## config.mk

```make
export PLATFORM = sky130hd
export DESIGN_NAME = measurement_state_control
export DESIGN_NICKNAME = d
export VERILOG_FILES = /design/src/logic/meas_ctrl_pkg.sv /design/src/logic/measurement_state_control.sv
export SDC_FILE = /design/constraint.sdc
export NUM_CORES = 1
export LEC_CHECK = 0
export BUFFER_PORTS_ARGS = -buffer_cell sky130_fd_sc_hd__clkbuf_2
export CELL_PAD_IN_SITES_DETAIL_PLACEMENT = 2
export CELL_PAD_IN_SITES_GLOBAL_PLACEMENT = 2
export CORE_UTILIZATION = 33
export DETAILED_ROUTE_END_ITERATION = 10
export PLACE_DENSITY_LB_ADDON = 0.1
export SLEW_MARGIN = 0
export SYNTH_ARGS = -nofsm -noshare
export SYNTH_HDL_FRONTEND = slang
export SYNTH_SLANG_ARGS = --single-unit
export TNS_END_PERCENT = 5
```

## constraint.sdc

```tcl
create_clock -name clock_i -period 3.35 [get_ports clock_i]
set_input_delay 0 -clock clock_i [delete_from_list [all_inputs] [get_ports clock_i]]
set_output_delay 0 -clock clock_i [all_outputs]
set_load 0.03 [all_outputs]
```

## src/logic/meas_ctrl_pkg.sv

```systemverilog
package meas_ctrl_pkg;

    // ==========================================================
    // register map (byte addresses, one word each)
    localparam logic [7:0] CMD_OFS = 8'h00;
    localparam logic [7:0] CFG_OFS = 8'h04;
    localparam logic [7:0] STAT_OFS = 8'h08;
    localparam logic [7:0] CNT_OFS = 8'h0C;
    localparam logic [7:0] EVT_OFS = 8'h10;
    localparam logic [7:0] QLIST_OFS = 8'h14;
    localparam logic [7:0] QITEM_OFS = 8'h18;
    localparam logic [7:0] ERR_OFS = 8'h1C;

    // ==========================================================
    // configuration field positions
    localparam int REP_LSB = 0;
    localparam int STEP_BIT = 2;
    localparam int EREP_LSB = 3;
    localparam int PUSE_BIT = 5;
    localparam int STOPCNT_LSB = 8;
    localparam int PPC_LSB = 22;
    localparam logic [31:0] CFG_RESET = 32'h0040_0004;

    // event and counter field positions
    localparam int OPC_BIT = 0;
    localparam int SRQ_BIT = 6;
    localparam int CYC_NONE_BIT = 15;
    localparam int PER_LSB = 16;
    localparam int PER_NONE_BIT = 31;
    localparam int BUSY_BIT = 4;
    localparam logic [13:0] CYCLE_MAX = 14'h2710;

    // error codes as 16-bit two's complement
    localparam logic [15:0] ERR_INIT_IGNORED = 16'hFF2B;
    localparam logic [15:0] ERR_SETTINGS = 16'hFF23;

    // ==========================================================
    // types
    typedef enum logic [2:0] {
        CMD_START = 3'h1,
        CMD_CANCEL = 3'h2,
        CMD_HALT = 3'h3,
        CMD_RESUME = 3'h4,
        CMD_OPC = 3'h5
    } cmd_e;

    typedef enum logic [1:0] {
        ST_OFF = 2'h0,
        ST_RUN = 2'h1,
        ST_STOPPED = 2'h2,
        ST_STEPPED = 2'h3
    } meas_state_e;

    typedef enum logic [2:0] {
        SC_OFF = 3'h0,
        SC_RUN = 3'h1,
        SC_STOP = 3'h2,
        SC_STEP = 3'h3,
        SC_FINISHED = 3'h4,
        SC_START_FAILED = 3'h5
    } status_code_e;

    typedef enum logic [1:0] {
        REP_SINGLE = 2'h0,
        REP_CONT = 2'h1,
        REP_COUNT = 2'h2
    } rep_mode_e;

    typedef enum logic [1:0] {
        EREP_OFF = 2'h0,
        EREP_SRQ = 2'h1,
        EREP_SINGLE_OP_COMPLETE_MODE = 2'h2,
        EREP_REQUEST_AND_COMPLETE_MODE = 2'h3
    } erep_e;

endpackage : meas_ctrl_pkg

```

## src/logic/measurement_state_control.sv

```systemverilog
// Functional notes
// [RULE1] four states: off, running, stopped, stepped
// [RULE2] start zeroes counters, invalidates values
// [RULE3] start accepted anywhere, restarts if running
// [RULE4] start reserves; conflict: off, failed, -213
// [RULE5] conflict when rf connector held elsewhere
// [RULE6] start overlapped; opc sets bit0 immediately
// [RULE7] cancel: off at once, invalidate, release
// [RULE8] halt stops at period end, keeps results
// [RULE9] halt only from running/stepped, else -221
// [RULE10] halt-reached stop raises no report
// [RULE11] resume from stopped/stepped, back to running
// [RULE12] resume after finish restarts, zeroes counters
// [RULE13] resume elsewhere: -221, state unchanged
// [RULE14] step mode pauses each period, reports
// [RULE15] single shot stops after one period
// [RULE16] report sets srq bit6 and/or opc bit0
// [RULE17] report adds ready queue entry unless off
// [RULE18] list read clears all, item clears one
// [RULE19] status: code, cycle count, period count
// [RULE20] finished when stopped by its own conditions
// [RULE21] cycle count 0..10000 counting mode, else none
// [RULE22] period count, or none when unused
// [RULE23] every error pushes one error queue entry; here a full queue drops the new entry
// [RULE24] commands in order; halt holds off later
//
// The register addresses and the APB interface to the registers are this design's own decisions.
module measurement_state_control #(
    parameter int ERRQ_DEPTH = 4,
    parameter int ERRQ_AW = 2
) (
    input wire logic clock_i,
    input wire logic reset_n_i,
    input wire logic psel_i,
    input wire logic penable_i,
    input wire logic pwrite_i,
    input wire logic [7:0] paddr_i,
    input wire logic [31:0] pwdata_i,
    output logic [31:0] prdata_o,
    output logic pready_o,
    output logic pslverr_o,
    input wire logic rf_held_other_i,
    input wire logic period_done_i,
    output logic rf_reserve_o,
    output logic measure_run_o,
    output logic invalidate_o,
    output logic opc_bit_o,
    output logic srq_bit_o
);

    // ==========================================================
    // reset release and input synchroniser
    logic rst_meta_r;
    logic rst_n_r;
    logic rf_meta_r;
    logic rf_busy_r;

    always_ff @(posedge clock_i or negedge reset_n_i)
    begin
        if (!reset_n_i)
        begin
            rst_meta_r <= 1'b0;
            rst_n_r <= 1'b0;
        end
        else
        begin
            rst_meta_r <= 1'b1;
            rst_n_r <= rst_meta_r;
        end
    end

    always_ff @(posedge clock_i or negedge rst_n_r)
    begin
        if (!rst_n_r)
        begin
            rf_meta_r <= 1'b0;
            rf_busy_r <= 1'b0;
        end
        else
        begin
            rf_meta_r <= rf_held_other_i;
            rf_busy_r <= rf_meta_r;
        end
    end

    // ==========================================================
    // state and configuration
    meas_ctrl_pkg::meas_state_e state_r;
    logic finished_r;
    logic failed_r;
    logic halt_pending_r;
    logic [31:0] cfg_r;
    logic [13:0] cycle_cnt_r;
    logic [15:0] period_cnt_r;
    logic opc_r;
    logic srq_r;
    logic ready_r;
    logic invalidate_r;
    logic [31:0] prdata_r;

    logic [1:0] rep_mode;
    logic step_sel;
    logic [1:0] erep;
    logic [13:0] stop_cnt;
    logic [9:0] per_per_cycle;

    assign rep_mode = cfg_r[meas_ctrl_pkg::REP_LSB +: 2];
    assign step_sel = cfg_r[meas_ctrl_pkg::STEP_BIT];
    assign erep = cfg_r[meas_ctrl_pkg::EREP_LSB +: 2];
    assign stop_cnt = cfg_r[meas_ctrl_pkg::STOPCNT_LSB +: 14];
    assign per_per_cycle = cfg_r[meas_ctrl_pkg::PPC_LSB +: 10];

    // ==========================================================
    // bus decode
    logic access;
    logic cmd_wr;
    logic cmd_fire;
    logic [2:0] cmd_code;
    logic mapped;
    logic rd_done;

    assign access = psel_i && penable_i;
    assign cmd_wr = pwrite_i && (paddr_i == meas_ctrl_pkg::CMD_OFS);
    // a pending halt stalls the next command until stopped is reached
    assign pready_o = !(cmd_wr && halt_pending_r); // RULE24
    assign cmd_fire = access && cmd_wr && pready_o;
    assign cmd_code = pwdata_i[2:0];
    assign mapped = (paddr_i[1:0] == 2'h0) && (paddr_i <= meas_ctrl_pkg::ERR_OFS);
    assign pslverr_o = access && !mapped;
    assign rd_done = access && !pwrite_i && mapped;
    assign prdata_o = prdata_r;

    // ==========================================================
    // measurement events
    logic period_evt;
    logic cycle_end;
    logic finish_now;
    logic step_now;
    logic report_evt;
    logic err_evt;
    logic [15:0] err_code;

    assign period_evt = period_done_i && (state_r == meas_ctrl_pkg::ST_RUN);
    assign cycle_end = period_evt && ((period_cnt_r + 16'h0001) >= {6'h00, per_per_cycle});
    assign finish_now = period_evt && ((rep_mode == meas_ctrl_pkg::REP_SINGLE) // RULE15
        || ((rep_mode == meas_ctrl_pkg::REP_COUNT) && cycle_end
        && ((cycle_cnt_r + 14'h0001) >= stop_cnt)));
    assign step_now = period_evt && step_sel && (rep_mode != meas_ctrl_pkg::REP_SINGLE); // RULE14
    // a halt-ended period never reports
    assign report_evt = !cmd_fire && !halt_pending_r && (finish_now || step_now); // RULE10

    always_comb
    begin
        err_evt = 1'b0;
        err_code = meas_ctrl_pkg::ERR_SETTINGS;
        if (cmd_fire)
        begin
            case (cmd_code)
                meas_ctrl_pkg::CMD_START:
                begin
                    err_evt = rf_busy_r; // RULE4 RULE5
                    err_code = meas_ctrl_pkg::ERR_INIT_IGNORED;
                end
                meas_ctrl_pkg::CMD_HALT:
                    err_evt = (state_r == meas_ctrl_pkg::ST_OFF)
                        || (state_r == meas_ctrl_pkg::ST_STOPPED); // RULE9
                meas_ctrl_pkg::CMD_RESUME:
                    err_evt = (state_r == meas_ctrl_pkg::ST_OFF)
                        || (state_r == meas_ctrl_pkg::ST_RUN); // RULE13
                default:
                    err_evt = 1'b0;
            endcase
        end
    end

    // ==========================================================
    // measurement state machine
    always_ff @(posedge clock_i or negedge rst_n_r)
    begin
        if (!rst_n_r)
        begin
            state_r <= meas_ctrl_pkg::ST_OFF;
            finished_r <= 1'b0;
            failed_r <= 1'b0;
            halt_pending_r <= 1'b0;
        end
        else if (cmd_fire)
        begin
            case (cmd_code)
                meas_ctrl_pkg::CMD_START:
                begin
                    // a running measurement is dropped and restarted in one step
                    state_r <= rf_busy_r ? meas_ctrl_pkg::ST_OFF
                        : meas_ctrl_pkg::ST_RUN; // RULE3 RULE4 RULE5
                    failed_r <= rf_busy_r; // RULE4
                    finished_r <= 1'b0;
                    halt_pending_r <= 1'b0;
                end
                meas_ctrl_pkg::CMD_CANCEL:
                begin
                    state_r <= meas_ctrl_pkg::ST_OFF; // RULE7
                    finished_r <= 1'b0;
                    failed_r <= 1'b0;
                    halt_pending_r <= 1'b0;
                end
                meas_ctrl_pkg::CMD_HALT:
                begin
                    if (state_r == meas_ctrl_pkg::ST_RUN)
                    begin
                        halt_pending_r <= 1'b1; // RULE8
                    end
                    else if (state_r == meas_ctrl_pkg::ST_STEPPED)
                    begin
                        state_r <= meas_ctrl_pkg::ST_STOPPED; // RULE8
                    end
                end
                meas_ctrl_pkg::CMD_RESUME:
                begin
                    if ((state_r == meas_ctrl_pkg::ST_STOPPED)
                        || (state_r == meas_ctrl_pkg::ST_STEPPED))
                    begin
                        state_r <= meas_ctrl_pkg::ST_RUN; // RULE11
                        finished_r <= 1'b0;
                    end
                end
                default:
                begin
                    state_r <= state_r;
                end
            endcase
        end
        else if (period_evt)
        begin
            if (halt_pending_r)
            begin
                state_r <= meas_ctrl_pkg::ST_STOPPED; // RULE8
                halt_pending_r <= 1'b0;
            end
            else if (finish_now)
            begin
                state_r <= meas_ctrl_pkg::ST_STOPPED; // RULE20
                finished_r <= 1'b1;
            end
            else if (step_now)
            begin
                state_r <= meas_ctrl_pkg::ST_STEPPED; // RULE14 RULE1
            end
        end
    end

    // ==========================================================
    // evaluation period and statistics cycle counters
    logic zero_cnt;

    assign zero_cnt = cmd_fire && ((cmd_code == meas_ctrl_pkg::CMD_START) // RULE2
        || ((cmd_code == meas_ctrl_pkg::CMD_RESUME) && finished_r
        && (state_r == meas_ctrl_pkg::ST_STOPPED))); // RULE12

    always_ff @(posedge clock_i or negedge rst_n_r)
    begin
        if (!rst_n_r)
        begin
            period_cnt_r <= 16'h0000;
            cycle_cnt_r <= 14'h0000;
        end
        else if (zero_cnt)
        begin
            period_cnt_r <= 16'h0000;
            cycle_cnt_r <= 14'h0000;
        end
        else if (period_evt && !cmd_fire)
        begin
            if (cycle_end)
            begin
                period_cnt_r <= 16'h0000;
                if (cycle_cnt_r < meas_ctrl_pkg::CYCLE_MAX)
                begin
                    cycle_cnt_r <= cycle_cnt_r + 14'h0001; // RULE21
                end
            end
            else
            begin
                period_cnt_r <= period_cnt_r + 16'h0001; // RULE22
            end
        end
    end

    // ==========================================================
    // configuration, invalidate pulse, event bits
    logic evt_clr;

    assign evt_clr = access && pwrite_i && (paddr_i == meas_ctrl_pkg::EVT_OFS);

    always_ff @(posedge clock_i or negedge rst_n_r)
    begin
        if (!rst_n_r)
        begin
            cfg_r <= meas_ctrl_pkg::CFG_RESET;
        end
        else if (access && pwrite_i && (paddr_i == meas_ctrl_pkg::CFG_OFS))
        begin
            cfg_r <= pwdata_i;
        end
    end

    always_ff @(posedge clock_i or negedge rst_n_r)
    begin
        if (!rst_n_r)
        begin
            invalidate_r <= 1'b0;
        end
        else
        begin
            invalidate_r <= cmd_fire && ((cmd_code == meas_ctrl_pkg::CMD_START)
                || (cmd_code == meas_ctrl_pkg::CMD_CANCEL)); // RULE2 RULE7
        end
    end

    // set wins over a write-one clear in the same cycle
    always_ff @(posedge clock_i or negedge rst_n_r)
    begin
        if (!rst_n_r)
        begin
            opc_r <= 1'b0;
            srq_r <= 1'b0;
        end
        else
        begin
            if ((report_evt && erep[1]) || (cmd_fire && (cmd_code == meas_ctrl_pkg::CMD_OPC)))
            begin
                opc_r <= 1'b1; // RULE16 RULE6
            end
            else if (evt_clr && pwdata_i[meas_ctrl_pkg::OPC_BIT])
            begin
                opc_r <= 1'b0;
            end
            if (report_evt && erep[0])
            begin
                srq_r <= 1'b1; // RULE16
            end
            else if (evt_clr && pwdata_i[meas_ctrl_pkg::SRQ_BIT])
            begin
                srq_r <= 1'b0;
            end
        end
    end

    // ==========================================================
    // ready queue: one entry for this measurement
    logic q_rd;

    // only an entry that was returned to the host is cleared
    assign q_rd = rd_done && ((paddr_i == meas_ctrl_pkg::QLIST_OFS)
        || (paddr_i == meas_ctrl_pkg::QITEM_OFS)) && prdata_r[0];

    always_ff @(posedge clock_i or negedge rst_n_r)
    begin
        if (!rst_n_r)
        begin
            ready_r <= 1'b0;
        end
        else if (report_evt && (erep != meas_ctrl_pkg::EREP_OFF))
        begin
            ready_r <= 1'b1; // RULE17
        end
        else if (q_rd)
        begin
            ready_r <= 1'b0; // RULE18
        end
    end

    // ==========================================================
    // error queue; a full queue drops new entries
    logic [15:0] errq_mem [ERRQ_DEPTH];
    logic [ERRQ_AW:0] errq_wp_r;
    logic [ERRQ_AW:0] errq_rp_r;
    logic errq_empty;
    logic errq_full;
    logic errq_pop;

    assign errq_empty = (errq_wp_r == errq_rp_r);
    assign errq_full = (errq_wp_r[ERRQ_AW-1:0] == errq_rp_r[ERRQ_AW-1:0]) && !errq_empty;
    assign errq_pop = rd_done && (paddr_i == meas_ctrl_pkg::ERR_OFS) && !errq_empty;

    always_ff @(posedge clock_i or negedge rst_n_r)
    begin
        if (!rst_n_r)
        begin
            errq_wp_r <= '0;
            errq_rp_r <= '0;
        end
        else
        begin
            if (err_evt && !errq_full)
            begin
                errq_wp_r <= errq_wp_r + 1'b1; // RULE23
            end
            if (errq_pop)
            begin
                errq_rp_r <= errq_rp_r + 1'b1;
            end
        end
    end

    always_ff @(posedge clock_i)
    begin
        if (err_evt && !errq_full)
        begin
            errq_mem[errq_wp_r[ERRQ_AW-1:0]] <= err_code; // RULE23
        end
    end

    // ==========================================================
    // read data, latched in the setup cycle
    logic [2:0] status_code;

    always_comb
    begin
        case (state_r)
            meas_ctrl_pkg::ST_OFF:
                status_code = failed_r ? meas_ctrl_pkg::SC_START_FAILED
                    : meas_ctrl_pkg::SC_OFF; // RULE19
            meas_ctrl_pkg::ST_RUN:
                status_code = meas_ctrl_pkg::SC_RUN;
            meas_ctrl_pkg::ST_STOPPED:
                status_code = finished_r ? meas_ctrl_pkg::SC_FINISHED
                    : meas_ctrl_pkg::SC_STOP; // RULE20
            meas_ctrl_pkg::ST_STEPPED:
                status_code = meas_ctrl_pkg::SC_STEP;
            default:
                status_code = meas_ctrl_pkg::SC_OFF;
        endcase
    end

    always_ff @(posedge clock_i or negedge rst_n_r)
    begin
        if (!rst_n_r)
        begin
            prdata_r <= 32'h0000_0000;
        end
        else if (psel_i && !penable_i)
        begin
            prdata_r <= 32'h0000_0000;
            case (paddr_i)
                meas_ctrl_pkg::CFG_OFS:
                    prdata_r <= cfg_r;
                meas_ctrl_pkg::STAT_OFS:
                begin
                    prdata_r[2:0] <= status_code; // RULE19
                    prdata_r[meas_ctrl_pkg::BUSY_BIT] <= halt_pending_r;
                end
                meas_ctrl_pkg::CNT_OFS:
                begin
                    prdata_r[13:0] <= cycle_cnt_r;
                    prdata_r[meas_ctrl_pkg::CYC_NONE_BIT] <=
                        (rep_mode != meas_ctrl_pkg::REP_COUNT); // RULE21
                    prdata_r[meas_ctrl_pkg::PER_LSB +: 15] <= period_cnt_r[14:0];
                    prdata_r[meas_ctrl_pkg::PER_NONE_BIT] <=
                        !cfg_r[meas_ctrl_pkg::PUSE_BIT]; // RULE22
                end
                meas_ctrl_pkg::EVT_OFS:
                begin
                    prdata_r[meas_ctrl_pkg::OPC_BIT] <= opc_r;
                    prdata_r[meas_ctrl_pkg::SRQ_BIT] <= srq_r;
                end
                meas_ctrl_pkg::QLIST_OFS,
                meas_ctrl_pkg::QITEM_OFS:
                    prdata_r[0] <= ready_r; // RULE18
                meas_ctrl_pkg::ERR_OFS:
                    prdata_r[15:0] <= errq_empty ? 16'h0000
                        : errq_mem[errq_rp_r[ERRQ_AW-1:0]];
                default:
                    prdata_r <= 32'h0000_0000;
            endcase
        end
    end

    assign rf_reserve_o = (state_r != meas_ctrl_pkg::ST_OFF); // RULE7 RULE8
    assign measure_run_o = (state_r == meas_ctrl_pkg::ST_RUN);
    assign invalidate_o = invalidate_r;
    assign opc_bit_o = opc_r;
    assign srq_bit_o = srq_r;

    // ==========================================================
    // checks
    a_start_conflict_off: assert property (@(posedge clock_i) disable iff (!rst_n_r) // RULE4
        cmd_fire && cmd_code == meas_ctrl_pkg::CMD_START && rf_busy_r
        |=> state_r == meas_ctrl_pkg::ST_OFF && status_code == meas_ctrl_pkg::SC_START_FAILED)
        else $error("start under conflict did not fail");
    a_start_zeroes: assert property (@(posedge clock_i) disable iff (!rst_n_r) // RULE2
        cmd_fire && cmd_code == meas_ctrl_pkg::CMD_START && !rf_busy_r
        |=> measure_run_o && period_cnt_r == 16'h0000 && cycle_cnt_r == 14'h0000 && invalidate_o)
        else $error("start did not run with cleared counters");
    a_cancel_to_off: assert property (@(posedge clock_i) disable iff (!rst_n_r) // RULE7
        cmd_fire && cmd_code == meas_ctrl_pkg::CMD_CANCEL |=> !rf_reserve_o ##1 !invalidate_o)
        else $error("cancel did not release");
    a_halt_off_err: assert property (@(posedge clock_i) disable iff (!rst_n_r) // RULE9
        cmd_fire && cmd_code == meas_ctrl_pkg::CMD_HALT && state_r == meas_ctrl_pkg::ST_OFF
        |-> err_evt && err_code == meas_ctrl_pkg::ERR_SETTINGS)
        else $error("halt while off raised no error");
    a_resume_bad_keep: assert property (@(posedge clock_i) disable iff (!rst_n_r) // RULE13
        cmd_fire && cmd_code == meas_ctrl_pkg::CMD_RESUME && state_r == meas_ctrl_pkg::ST_OFF
        |=> state_r == meas_ctrl_pkg::ST_OFF)
        else $error("bad resume changed state");
    a_halt_no_report: assert property (@(posedge clock_i) disable iff (!rst_n_r) // RULE10
        halt_pending_r && period_evt && !cmd_fire
        |-> !report_evt ##1 (state_r == meas_ctrl_pkg::ST_STOPPED && !finished_r))
        else $error("halt stop reported or missed");
    a_single_finish: assert property (@(posedge clock_i) disable iff (!rst_n_r) // RULE15
        period_evt && !cmd_fire && !halt_pending_r && rep_mode == meas_ctrl_pkg::REP_SINGLE
        |=> status_code == meas_ctrl_pkg::SC_FINISHED)
        else $error("single shot did not finish");
    a_report_srq: assert property (@(posedge clock_i) disable iff (!rst_n_r) // RULE16
        report_evt && erep == meas_ctrl_pkg::EREP_REQUEST_AND_COMPLETE_MODE |=> srq_bit_o && opc_bit_o && ready_r)
        else $error("report bits not set");
    a_halt_holdoff: assert property (@(posedge clock_i) disable iff (!rst_n_r) // RULE24
        halt_pending_r && access && cmd_wr |-> !pready_o && measure_run_o)
        else $error("command taken during pending halt");

endmodule : measurement_state_control

```

==> results.txt <==
The commonest cells after synthesis are sky130_fd_sc_hd__dfrtp_1 (111), sky130_fd_sc_hd__nand2_1 (91), sky130_fd_sc_hd__o21ai_0 (57). At the pin with the least slew margin, the transition time is 1170 ps. The signal on the critical path passes through nand3_1 -> or2_2 -> nor2_2 -> nand2_1 -> nor2_2 -> xor2_1 -> ha_1 -> a2111oi_0 -> o21ai_0 -> a211oi_2 -> a311o_2 -> a21oi_2 -> a22o_1.

The initial antenna violation count was 0. The final critical path takes up 97.1% of the cycle. STA classifies the critical path startpoint as a flip-flop. Across the VDD grid, the largest voltage drop is 0.341 mV. The total routed wirelength is 22.1 mm.

The clock passes through at most 2 buffers. The worst slew margin relative to its limit is 21.9%. The via count of the first global-routing pass came out at 6462. Clock skew on the completed layout was measured at 8.74 ps. The I/O pin count came out at 86. In this run the register-to-register setup slack is 100 ps. The area of the core region came out at 18900 um2.

The synthesized instance count came out at 670. Power spread over the standard cell area amounts to 477 nW/um2. The total leakage power is 3.83 nW. The initial standard-cell utilization of the core came out at 34.1%. The count of endpoints failing hold in the final timing report is 0. The highest fanout seen on the critical path came out at 5. The area growth from synthesis to layout came out at 28.0%. The clock input transition at the sequential cells of the worst setup and hold paths came out at 50 ps.

Of all cell types, the one taking the most synthesized area is sky130_fd_sc_hd__dfrtp_1. Setup repair after global routing could not meet its margin everywhere. TritonCTS built the clock tree. The H-tree generated during clock tree synthesis spans 4 levels. The maximum operating frequency is 0.308 GHz. The DRC marker count from the first detailed-route iteration came out at 203.

The average wire per cell in the routed design came out at 20.7 um. After synthesis, the share of flip-flops with an asynchronous set or reset is 96.6%. The overall overflow remaining after global route is 0. The final period demand of the worst path is 3250 ps. The last weighted congestion value of the routability-driven placer is 0.921.

Measured along the x axis, the die boundary spans 142 um. On the critical path, the stage with the largest delay is an instance of sky130_fd_sc_hd__a2111oi_0. The wire length of the first global-routing pass came out at 35.7 mm. The first TritonRoute pass finished after 4 iterations. The source-to-sink clock delay at the later pin of the worst-skew pair is 430 ps. The die boundary height came out at 142 um. The via count of the routed design came out at 5659. Cells fill 43.6% of the core in the end. The non-filler instance count after layout is 1068. Post-CTS timing repair inserted 0 buffers for setup. The max-slew violation count is 0. The Yosys warning count is 0.

The number of clock buffers added by TritonCTS is 17. The mean area per synthesized cell is 9.60 um2. Entering global routing, the biggest net connects 65 pins. The share of cells above drive strength 1 is 23.5%. The net count of the mapped netlist came out at 748. The number of clock sinks came out at 117.

0 antenna diodes ended up in the layout. Yosys attributes the largest share of cell area to sky130_fd_sc_hd__dfrtp_1 (43%), sky130_fd_sc_hd__ha_1 (6.0%), sky130_fd_sc_hd__nand2_1 (5.3%). Across every metal layer, demand over resource in global routing totals 23.6%. The kind of end point of the critical path is a flip-flop. The number of nets still failing antenna checks after routing is 0. Adding up every negative setup slack in the final design gives 0 ps.

The run finished with clean final reports. The post-synth design cell area is 6430 um2. The count of distinct cell types in the synthesized netlist came out at 71.

The final non-filler cell area came out at 8230 um2. The cell total after placement is 1002. Across all hold checks on the routed design, the worst slack comes to 14.9 ps. The number of storage elements in the synthesis netlist came out at 117. The most used flip-flop cell after synthesis is sky130_fd_sc_hd__dfrtp_1. The post-layout net count came out at 873.

The detailed placer's ending HPWL came out at 15.4 mm. The number of setup violations in the final report came out at 0. The total cell area at the placement stage is 7210 um2. In this run the core area contains 50 standard-cell rows. Among all cell types in the netlist, the one instantiated most often is sky130_fd_sc_hd__dfrtp_1.

The min-delay analysis places its worst path in the category input port to flip-flop. The share of the yosys chip area belonging to registers is 45.8%. The number of flops mapped to enable cells by yosys is 4. The area of the die is 20100 um2. The worst endpoint required time is 3660 ps. The critical path is of the flip-flop to flip-flop type. The most used cell along the critical path is sky130_fd_sc_hd__nor2_2. The area share of the leading cell type in the synthesized netlist came out at 43.2%.

The DRC violation count after routing came out at 0. In the routed layout, each cell is associated on average with a via count of 5.30. The tool flagged a number of max-cap violations equal to 0. The port buffer count came out at 85. On the worst path, the slowest cell contributes a delay of 440 ps. The data arrival time of the worst path came out at 3560 ps. The cell sitting at the root of the clock tree is a sky130_fd_sc_hd__clkbuf_16.
-- cell families (layout without fill, tap and decap cells) --
family / after synthesis / after routing / synth area share (%)
compound gates: 188 / 188 / 19.8
xor+xnor: 31 / 31 / 4.22
fa+ha+maj: 31 / 31 / 6.03
buf+inv: 76 / 214 / 5.06
flops: 117 / 117 / 45.8
mux: 12 / 12 / 2.27
other cells: 1 / 1 / 0.0583
simple gates: 214 / 214 / 16.8
-- routing by layer --
metal / wire [um] / GRT usage (%) / vias up
li1: - / - / 2634
met1: 9660 / 28.6 / 2925
met2: 11600 / 42.4 / 70
met3: 442 / 4.18 / 30
met5: 0 / 0 / -
met4: 382 / 7.07 / 0
-- power breakdown --
group	switching, W	internal [W]	leakage, nW	total (W)
clock	0.000684	0.00130	0.303	0.00198
sequential	0.0000785	0.00147	1.44	0.00155
combinational	0.000226	0.000171	2.09	0.000397
-- cells in the final DEF (no fill, tap or decap), types with 6 or more instances in the layout --
cell                            Yosys  final
sky130_fd_sc_hd__or3_1             10     10
sky130_fd_sc_hd__nor2b_1           10      9
sky130_fd_sc_hd__a22o_1             7      7
sky130_fd_sc_hd__a21o_1             8      8
sky130_fd_sc_hd__a21oi_1           21     20
sky130_fd_sc_hd__nand3_1           17     15
sky130_fd_sc_hd__a32o_1             6      6
sky130_fd_sc_hd__mux2_2            10     10
sky130_fd_sc_hd__o21ai_0           57     57
sky130_fd_sc_hd__xor2_1            13     13
sky130_fd_sc_hd__ha_1              31     30
sky130_fd_sc_hd__inv_1             40     40
sky130_fd_sc_hd__buf_4              1     22
sky130_fd_sc_hd__xnor2_1           18     18
sky130_fd_sc_hd__a221oi_1          10     10
sky130_fd_sc_hd__nor3_1             7      7
sky130_fd_sc_hd__o21ai_1           17     17
sky130_fd_sc_hd__dfrtp_1          111    107
sky130_fd_sc_hd__dlygate4sd3_1      0     34
sky130_fd_sc_hd__nand2_1           91     91
sky130_fd_sc_hd__a22oi_1           21     21
sky130_fd_sc_hd__clkbuf_16          0     17
sky130_fd_sc_hd__and2_1            12     11
sky130_fd_sc_hd__nor2_1            29     24
sky130_fd_sc_hd__clkbuf_2           0     85
-- state kept, by name, summed over array words and instances, names as in the netlist --
| register | cells |
|---|---|
| errq_mem | 4 |
| period_cnt_r | 16 |
| halt_pending_r | 1 |
| errq_wp_r | 3 |
| errq_rp_r | 3 |
| rf_busy_r | 1 |
| cycle_cnt_r | 14 |
| prdata_o | 32 |
| invalidate_o | 1 |
| ready_r | 1 |
| failed_r | 1 |
| cfg_r | 32 |
| finished_r | 1 |
| opc_bit_o | 1 |
| rst_meta_r | 1 |
| srq_bit_o | 1 |
| rst_n_r | 1 |
| rf_meta_r | 1 |
| state_r | 2 |
-- worst paths after layout --
path	start	endpoint	depth (start not counted)
min reg2reg	rst_meta_r$_DFF_PN0_	rst_n_r$_DFF_PN0_	0
max reg2reg	cycle_cnt_r[0]$_DFFE_PN0P_	srq_bit_o$_DFFE_PN0P_	13
min in group asynchronous	rst_n_r$_DFF_PN0_	prdata_o[9]$_DFFE_PN0P_	0
min	paddr_i[1]	prdata_o[1]$_DFFE_PN0P_	4
max	cycle_cnt_r[0]$_DFFE_PN0P_	srq_bit_o$_DFFE_PN0P_	13
max in group asynchronous	rst_n_r$_DFF_PN0_	cfg_r[2]$_DFFE_PN1P_	1
-- worst max-delay path, delay by kind of cell, from the launching register on --
| kind | cells | cell delay, ps |
|---|---|---|
| AND/OR/NAND/NOR | 5 | 890 |
| adder cells (fa/ha/maj) | 1 | 270 |
| XOR/XNOR | 1 | 160 |
| flip-flops | 1 | 410 |
| AO/OA/AOI/OAI | 6 | 1410 |
-- repair_timing --
action,in CTS,in global routing
setup endpoints to repair,3,22
gates resized for setup,4,14
endpoints found under the hold margin,36,0
pin swaps,2,0
cloned,0,0
hold buffers,34,0
-- metrics by stage --
stage          power (W)  worst slack [ps]
3_5_place_dp     0.00192              -135
2_1_floorplan    0.00177               278
3_3_place_gp     0.00191              55.9
6_report         0.00393              98.4
5_1_grt          0.00407             -5.95
4_1_cts          0.00395              12.6
-- cell type report --
class,count,area (um2)
inverter,40,150
sequential,117,2960
clock inverter,9,150
clock buffer,23,478
tap,260,325
timing repair buffer,142,951
fill,2076,10700
multi-input combinational,477,3220
(Power assumes the default switching activity.)
